--- src/vr_bank_pkg.sv ---
// Constants, register map and state types of the regulator register bank
package vr_bank_pkg;
    localparam logic [7:0] ADDR_STATUS_TWO = 8'h11;
    localparam logic [7:0] ADDR_SNAPSHOT   = 8'h1c;
    localparam logic [7:0] ADDR_CUR_LIMIT  = 8'h21;
    localparam logic [7:0] ADDR_TEMP_LIMIT = 8'h22;
    localparam logic [7:0] ADDR_FAST_RATE  = 8'h24;
    localparam logic [7:0] ADDR_SLOW_RATE  = 8'h25;
    localparam logic [7:0] ADDR_BOOT_CODE  = 8'h26;
    localparam logic [7:0] ADDR_DIV_SELECT = 8'h2a;
    localparam logic [7:0] ADDR_OFF_EXIT   = 8'h2b;
    localparam logic [7:0] ADDR_ULP_EXIT   = 8'h2c;
    localparam logic [7:0] ADDR_EN_READY   = 8'h2d;
    localparam logic [7:0] ADDR_MAX_CODE   = 8'h30;
    localparam logic [7:0] ADDR_TARGET     = 8'h31;
    localparam logic [7:0] ADDR_PWR_STATE  = 8'h32;
    localparam logic [7:0] ADDR_MARGIN     = 8'h33;
    localparam logic [7:0] RST_ZERO        = 8'h00;
    localparam logic [7:0] RST_TEMP_LIMIT  = 8'h64;
    localparam logic [7:0] RST_FAST_RATE   = 8'h32;
    localparam logic [7:0] RST_DIV_SELECT  = 8'h02;
    localparam logic [7:0] RST_MAX_CODE    = 8'hb5;
    localparam logic [3:0] FIELD_BITS      = 4'h8;
    localparam logic [1:0] STRAP_SETTLE    = 2'h2;

    typedef enum logic [2:0] {PH_IDLE, PH_ADDR, PH_WDATA, PH_RDATA, PH_DONE} phase_t;

    typedef struct packed {
        logic [7:0] snapshot;
        logic [7:0] current_limit;
        logic [7:0] temperature_limit;
        logic [7:0] divider_select;
        logic [7:0] max_code;
        logic [7:0] target_code;
        logic [7:0] power_state;
        logic [7:0] margin;
    } bank_t;

    typedef struct packed {
        logic [1:0] clk_sync;
        logic [1:0] data_sync;
        logic [1:0] sel_sync;
        logic       clk_prev;
        logic [7:0] strap_s1;
        logic [7:0] strap_s2;
        phase_t     phase;
        logic [3:0] bit_cnt;
        logic       is_write;
        logic [7:0] addr;
        logic [7:0] shift;
        logic       data_out;
        logic       data_oe;
        bank_t      bank;
        logic [1:0] strap_wait;
        logic       strap_done;
        logic       boot_hold;
        logic       reject;
        logic       alert;
        logic [7:0] out_code;
    } state_t;
endpackage

--- src/vr_serial_vid_register_bank.sv ---
// Regulator register bank behind a sampled three-wire serial link
`timescale 1ns/1ns
// Function
// - Status two read copies into snapshot
// - Current limit strap captured once, read-only
// - Temperature limit resets 64h, drives alert
// - Fast ramp rate read-only, default 32h
// - Slow ramp rate reported, quarter by default
// - Hold boot code until voltage set
// - Selector divides fast rate, reset 02h
// - Off-state exit delay read-only
// - Ultra-low state exit delay read-only
// - Enable-to-ready delay read-only
// - Codes above maximum rejected, reset B5h
// - Target code writable, resets zero
// - Power state writable, resets zero
// - Signed margin offset added to target
// - Status two readable, read triggers snapshot
module vr_serial_vid_register_bank #(
    parameter logic [7:0] BOOT_CODE      = 8'h00,
    parameter logic [7:0] OFF_EXIT_US    = 8'h00,
    parameter logic [7:0] ULP_EXIT_US    = 8'h00,
    parameter logic [7:0] EN_READY_DELAY = 8'h00
) (
    input  wire logic       core_clk_i,
    input  wire logic       sys_rst_i,
    input  wire logic       bus_clk_i,
    input  wire logic       bus_sel_i,
    input  wire logic       bus_data_i,
    output logic            bus_data_o,
    output logic            bus_data_oe_o,
    input  wire logic [7:0] current_limit_strap_pin_i,
    input  wire logic [7:0] status_two_i,
    input  wire logic [7:0] temperature_i,
    output logic            thermal_alert_output_o,
    output logic [7:0]      voltage_code_o,
    output logic [7:0]      ramp_rate_o,
    output logic [7:0]      power_state_o,
    output logic            voltage_code_reject_o
);
    import vr_bank_pkg::*;

    state_t st_reg;
    state_t st_next;
    logic   rise_c;
    logic   fall_c;
    logic   commit_c;
    logic   status_read_c;

    // A boot code above the reset limit could never be written back as a target
    if (BOOT_CODE > RST_MAX_CODE)
    begin : g_boot_code_check
        $error("boot code above reset maximum code");
    end

    function automatic logic [7:0] slow_rate(input logic [7:0] sel);
        logic [7:0] r;
        r = RST_FAST_RATE >> 2;
        case (sel)
            8'h01: r = RST_FAST_RATE >> 1;
            8'h03: r = RST_FAST_RATE >> 3;
            8'h04: r = RST_FAST_RATE >> 4;
            default: r = RST_FAST_RATE >> 2;
        endcase
        return r;
    endfunction

    function automatic logic [7:0] read_value(input logic [7:0] a, input bank_t b, input logic [7:0] s2);
        logic [7:0] v;
        v = RST_ZERO;
        case (a)
            ADDR_STATUS_TWO: v = s2;
            ADDR_SNAPSHOT:   v = b.snapshot;
            ADDR_CUR_LIMIT:  v = b.current_limit;
            ADDR_TEMP_LIMIT: v = b.temperature_limit;
            ADDR_FAST_RATE:  v = RST_FAST_RATE;
            ADDR_SLOW_RATE:  v = slow_rate(b.divider_select);
            ADDR_BOOT_CODE:  v = BOOT_CODE;
            ADDR_DIV_SELECT: v = b.divider_select;
            ADDR_OFF_EXIT:   v = OFF_EXIT_US;
            ADDR_ULP_EXIT:   v = ULP_EXIT_US;
            ADDR_EN_READY:   v = EN_READY_DELAY;
            ADDR_MAX_CODE:   v = b.max_code;
            ADDR_TARGET:     v = b.target_code;
            ADDR_PWR_STATE:  v = b.power_state;
            ADDR_MARGIN:     v = b.margin;
            default:         v = RST_ZERO;
        endcase
        return v;
    endfunction

    function automatic logic [7:0] margined(input logic [7:0] t, input logic [7:0] m);
        logic [9:0] sum;
        logic [7:0] r;
        sum = {2'b00, t} + {{2{m[7]}}, m};
        r = sum[7:0];
        if (sum[9])
        begin
            r = 8'h00;
        end
        else if (sum[8])
        begin
            r = 8'hff;
        end
        return r;
    endfunction

    always_comb
    begin
        logic [7:0] rv;
        rv = read_value(st_reg.addr, st_reg.bank, status_two_i);
        st_next = st_reg;
        rise_c = 1'b0;
        fall_c = 1'b0;
        commit_c = 1'b0;
        status_read_c = 1'b0;
        st_next.reject = 1'b0;
        // Only the second stage of each synchroniser feeds logic
        st_next.clk_sync = {st_reg.clk_sync[0], bus_clk_i};
        st_next.data_sync = {st_reg.data_sync[0], bus_data_i};
        st_next.sel_sync = {st_reg.sel_sync[0], bus_sel_i};
        st_next.strap_s1 = current_limit_strap_pin_i;
        st_next.strap_s2 = st_reg.strap_s1;
        st_next.clk_prev = st_reg.clk_sync[1];
        rise_c = st_reg.clk_sync[1] & ~st_reg.clk_prev;
        fall_c = ~st_reg.clk_sync[1] & st_reg.clk_prev;

        // Strap is read once the synchroniser holds pin values
        if (!st_reg.strap_done)
        begin
            if (st_reg.strap_wait == STRAP_SETTLE)
            begin
                st_next.bank.current_limit = st_reg.strap_s2;
                st_next.strap_done = 1'b1;
            end
            else
            begin
                st_next.strap_wait = st_reg.strap_wait + 2'h1;
            end
        end

        if (!st_reg.sel_sync[1])
        begin
            st_next.phase = PH_IDLE;
            st_next.data_oe = 1'b0;
            st_next.data_out = 1'b0;
        end
        else
        begin
            case (st_reg.phase)
                PH_IDLE:
                begin
                    if (rise_c)
                    begin
                        st_next.is_write = st_reg.data_sync[1];
                        st_next.bit_cnt = 4'h0;
                        st_next.phase = PH_ADDR;
                    end
                end
                PH_ADDR:
                begin
                    if (rise_c)
                    begin
                        st_next.addr = {st_reg.addr[6:0], st_reg.data_sync[1]};
                        st_next.bit_cnt = st_reg.bit_cnt + 4'h1;
                        if (st_reg.bit_cnt == FIELD_BITS - 4'h1)
                        begin
                            st_next.bit_cnt = 4'h0;
                            st_next.phase = st_reg.is_write ? PH_WDATA : PH_RDATA;
                        end
                    end
                end
                PH_WDATA:
                begin
                    if (rise_c)
                    begin
                        st_next.shift = {st_reg.shift[6:0], st_reg.data_sync[1]};
                        st_next.bit_cnt = st_reg.bit_cnt + 4'h1;
                        if (st_reg.bit_cnt == FIELD_BITS - 4'h1)
                        begin
                            commit_c = 1'b1;
                            st_next.phase = PH_DONE;
                        end
                    end
                end
                PH_RDATA:
                begin
                    // First cycle here loads the word; later falls shift it out
                    if (!st_reg.data_oe)
                    begin
                        st_next.shift = {rv[6:0], 1'b0};
                        st_next.data_out = rv[7];
                        st_next.data_oe = 1'b1;
                        if (st_reg.addr == ADDR_STATUS_TWO)
                        begin
                            status_read_c = 1'b1;
                            st_next.bank.snapshot = status_two_i;
                        end
                    end
                    else if (fall_c)
                    begin
                        st_next.bit_cnt = st_reg.bit_cnt + 4'h1;
                        st_next.data_out = st_reg.shift[7];
                        st_next.shift = {st_reg.shift[6:0], 1'b0};
                        if (st_reg.bit_cnt == FIELD_BITS - 4'h1)
                        begin
                            st_next.data_oe = 1'b0;
                            st_next.data_out = 1'b0;
                            st_next.phase = PH_DONE;
                        end
                    end
                end
                PH_DONE:
                begin
                    st_next.data_oe = 1'b0;
                end
                default:
                begin
                    st_next.phase = PH_IDLE;
                end
            endcase
        end

        if (commit_c)
        begin
            // Read-only and unmapped addresses fall to the default
            case (st_reg.addr)
                ADDR_TEMP_LIMIT: st_next.bank.temperature_limit = st_next.shift;
                ADDR_DIV_SELECT: st_next.bank.divider_select = st_next.shift;
                ADDR_MAX_CODE:   st_next.bank.max_code = st_next.shift;
                ADDR_PWR_STATE:  st_next.bank.power_state = st_next.shift;
                ADDR_MARGIN:     st_next.bank.margin = st_next.shift;
                ADDR_TARGET:
                begin
                    if (st_next.shift > st_reg.bank.max_code)
                    begin
                        st_next.reject = 1'b1;
                    end
                    else
                    begin
                        st_next.bank.target_code = st_next.shift;
                        st_next.boot_hold = 1'b0;
                    end
                end
                default: st_next.bank = st_next.bank;
            endcase
        end

        st_next.alert = temperature_i >= st_reg.bank.temperature_limit;
        st_next.out_code = st_reg.boot_hold ? BOOT_CODE
                         : margined(st_reg.bank.target_code, st_reg.bank.margin);

        if (sys_rst_i)
        begin
            st_next = '0;
            st_next.phase = PH_IDLE;
            st_next.boot_hold = 1'b1;
            st_next.bank.temperature_limit = RST_TEMP_LIMIT;
            st_next.bank.divider_select = RST_DIV_SELECT;
            st_next.bank.max_code = RST_MAX_CODE;
            st_next.out_code = BOOT_CODE;
        end
    end

    always_ff @(posedge core_clk_i)
    begin
        st_reg <= st_next;
    end

    assign bus_data_o = st_reg.data_out;
    assign bus_data_oe_o = st_reg.data_oe;
    assign thermal_alert_output_o = st_reg.alert;
    assign voltage_code_o = st_reg.out_code;
    assign ramp_rate_o = slow_rate(st_reg.bank.divider_select);
    assign power_state_o = st_reg.bank.power_state;
    assign voltage_code_reject_o = st_reg.reject;
endmodule

--- config.mk ---
export PLATFORM = sky130hd
export DESIGN_NAME = vr_serial_vid_register_bank
export DESIGN_NICKNAME = d
export VERILOG_FILES = /design/src/vr_bank_pkg.sv /design/src/vr_serial_vid_register_bank.sv
export SDC_FILE = /design/constraint.sdc
export NUM_CORES = 1
export LEC_CHECK = 0
export BUFFER_PORTS_ARGS = -buffer_cell sky130_fd_sc_hd__buf_2
export CAP_MARGIN = 10
export CORE_UTILIZATION = 65
export CTS_BUF_LIST = sky130_fd_sc_hd__clkbuf_4 sky130_fd_sc_hd__clkbuf_8 sky130_fd_sc_hd__clkbuf_16
export CTS_CLUSTER_DIAMETER = 30
export DETAILED_ROUTE_END_ITERATION = 7
export PLACE_DENSITY = 0.83
export SKIP_CTS_REPAIR_TIMING = 1
export SYNTH_ARGS = -nofsm -noshare
export SYNTH_HDL_FRONTEND = slang
export SYNTH_SLANG_ARGS = --single-unit
--- constraint.sdc ---
create_clock -name core_clk_i -period 5.5 [get_ports core_clk_i]
set_clock_uncertainty 0.1 [all_clocks]
set_input_delay 0.825 -clock core_clk_i [delete_from_list [all_inputs] [get_ports core_clk_i]]
set_output_delay 0.825 -clock core_clk_i [all_outputs]
set_load 0.02 [all_outputs]
==> flow_summary_export.csv <==
group,metric,value,unit
status,status,"finished clean",
yosys,synth_warnings,0,
yosys,synth_ff_type,"dfxtp_1",
clock_network,clk_latency,0.53,ns
timing,final_max_slew_viol_count,0,
yosys,synth.avg_cell_area,8.61,um2
grt,grt_first_pass_wirelength,27600,um
clock_network,tritoncts,"done",
worst_hold_path,hp-class,"flip-flop to flip-flop",
route,routed_wl,17700,um
floorplanning,core_area,9770,um2
clock_network,htreeDepth,4,
layout,drive_above_1_share,0.140,
placed_design,dp_slack,1.03,ns
clock_network,cts_sinks,127,
floorplanning,die_y,103,um
yosys,async_flop_share,0,
layout,layout.area.seq,2540,um2
grt,grt_remaining_overflow,0,
yosys,syn_area,6570,um2
power,power_density,300,nW/um2
worst_setup_path,critPathMaxFanout,22,
layout,multi_input_area,3540,um2
route,dr.pass1.iters,5,
worst_setup_path,r2r_start,"st_reg[89]$_SDFFE_PP0P_",
placed_design,gp_congestion,1.03,
worst_setup_path,worst_setup_path_end_kind,"flip-flop",
power,cellLeakagePower,0.00301,uW
worst_setup_path,crit_required,5.83,ns
grt,grt_pass1_vias,5334,
yosys,synth_top_area_frac,0.387,
timing,period_needed,4.78,ns
clock_network,clk_path_buf_depth,2,
timing,relSlewSlack,0.345,
placed_design,post-dp-hpwl,12400,um
worst_hold_path,min_path_cells,1,
timing,setup_viol,0,
grt,grt_max_degree,89,
layout,antennaDiodeCount,0,
yosys,synth_cell_types,71,
timing,max_slew.worst_pin.slew,0.980,ns
floorplanning,die_width,103,um
yosys,ys_ff_latch,127,
timing,finalWorstSetupSlack,0.723,ns
layout,syn_to_final_growth,11.4,%
layout,utilization,0.749,
power,irDropWorstVdd,0.000258,V
timing,fmax,209,MHz
timing,fin_tns_setup,0,ns
yosys,syn_inst,763,
route,drt_iter0_drc,544,
placed_design,port_buffers,53,
timing,period_share,0.869,
floorplanning,die_area,10500,um2
route,drtAntennaViolNets,0,
route,routed_via_density,6.31,
yosys,ys_seq_area_frac,0.387,
worst_setup_path,r2r_cells,13,
floorplanning,core.rowCount,36,
layout,fillerInstances,768,
yosys,synth_top_area_cell,"dfxtp_1",
worst_setup_path,crit_start,"st_reg[89]$_SDFFE_PP0P_",
power,total_power,2190,uW
layout,layout.nets,835,
clock_network,cts_made_buffers,17,
job,drv_cap,0,
clock_network,root_buffer,"clkbuf_8",
clock_network,clk_pin_slew,0.06,ns
worst_setup_path,critPathKind,"flip-flop to flip-flop",
worst_setup_path,crit_arrival,5.11,ns
route,drc,0,
timing,rsz0062_at_grt,"false",
timing,hold_viol_final,0,
worst_hold_path,hold_start,"st_reg[119]$_SDFF_PP0_",
floorplanning,io_pins,57,
grt,track_usage,0.352,
grt,antenna_found_initial,0,
yosys,synth-edff-count,0,
worst_setup_path,start_kind,"flip-flop",
placed_design,place_inst,892,
route,avgRoutedWirePerCell,19.2,um
layout,instances_no_fill,924,
route,via_count,5835,
yosys,synth_area_leaders,"dfxtp_1 (39%), mux2i_1 (5.8%), ha_1 (5.1%)",
layout,largest_reg_flops,107,
floorplanning,initial_utilization,0.672,
## metal layers
metal  part of all wire  track usage  up-vias
met5                  0            0        -
met4              0.046        0.197        0
met3              0.072       0.0732       66
met2               0.47        0.558      279
met1               0.41        0.447     2765
li1                   -            -     2725
## per-stage QoR
| step | hold slack [ns] | area (um2) |
|---|---|---|
| floorplan | 0.314 | 6580 |
| global placement | 0.316 | 6710 |
| detailed placement | 0.327 | 6710 |
| CTS | 0.341 | 7320 |
| global route | 0.352 | 7320 |
| finish | 0.336 | 7320 |
## worst max-delay path, stage by stage, from the launching register on
cell and delay [ns]:
dfxtp_1 0.90, or4b_1 0.37, nor3_1 0.11, a2111oi_0 0.61, nand2_1 0.12, nor4b_1 0.60
nor2_1 0.14, ha_1 0.33, nand4_1 0.11, nor2_1 0.16, a21oi_1 0.10, nor3_4 0.64
nor2_1 0.13, a211oi_1 0.27
## placed cells by master, fill, tap and decap left out, types with 6 or more instances in the layout
| master | n |
|---|---|
| a21o_1 | 8 |
| dfxtp_1 | 127 |
| nand3_1 | 18 |
| a2111oi_0 | 6 |
| nor2b_1 | 33 |
| a22o_1 | 7 |
| ha_1 | 27 |
| a22oi_1 | 9 |
| mux2i_1 | 38 |
| clkbuf_16 | 16 |
| nor3_1 | 17 |
| nor2_1 | 83 |
| nand3b_1 | 11 |
| buf_2 | 53 |
| xnor2_1 | 7 |
| nand2b_1 | 11 |
| inv_1 | 41 |
| o21ai_0 | 23 |
| a21oi_1 | 37 |
| a211oi_1 | 19 |
| nand2_1 | 58 |
| buf_4 | 6 |
| nand4_1 | 6 |
| o22ai_1 | 19 |
| o211ai_1 | 6 |
## report_power, final
group | internal (uW) | leakage, uW | switching [uW]
clock | 704 | 0.000288 | 443
combinational | 41.1 | 0.00169 | 55.6
sequential | 940 | 0.00103 | 9.80
## logic make-up (layout without fill, tap and decap cells)
logic type,after synthesis,count (layout),share of synthesized area
AND/OR/NAND/NOR,279,279,0.225
AO/OA/AOI/OAI,171,171,0.178
flip-flops,127,127,0.387
buffers and inverters,106,132,0.0752
multiplexers,40,40,0.0647
adder cells (fa/ha/maj),28,28,0.0545
XOR/XNOR,11,11,0.0147
other,1,3,0.000571
## synth_stat cells (all sizes together), types with 4 or more instances
library cell and count:
a32oi 4, nand3 18, nor4b 5, and2 4, a21oi 37, a2111oi 6, inv 41, a31oi 4
and3b 4, xnor2 7, nand2b 11, a21o 8, nand3b 11, o211ai 6, o21ai 27, nor3 18
nor2 83, dfxtp 127, nor4 4, clkbuf 32, a22oi 9, and3 4, nor2b 34, nand4 6
xor2 4, o22ai 23, a211oi 20, buf 33, a22o 7, nand2 60, ha 27, mux2i 38
## final cells by class
class	count	share of cell area
multi-input cells	532	0.484
clock buffers	18	0.0576
inverters	41	0.0210
well taps	133	0.0227
flip-flops and latches	127	0.347
clock inverters	14	0.0248
repair buffers	59	0.0424
## final timing paths
| kind | endpoint | slack, ns |
|---|---|---|
| setup reg to reg | st_reg[30]$_SDFFE_PP0P_ | 0.72 |
| hold / removal | st_reg[111]$_SDFF_PP0_ | 0.34 |
| setup / recovery | st_reg[30]$_SDFFE_PP0P_ | 0.72 |
| hold reg to reg | st_reg[111]$_SDFF_PP0_ | 0.34 |
Note: power is estimated with default switching activity, not from simulation.
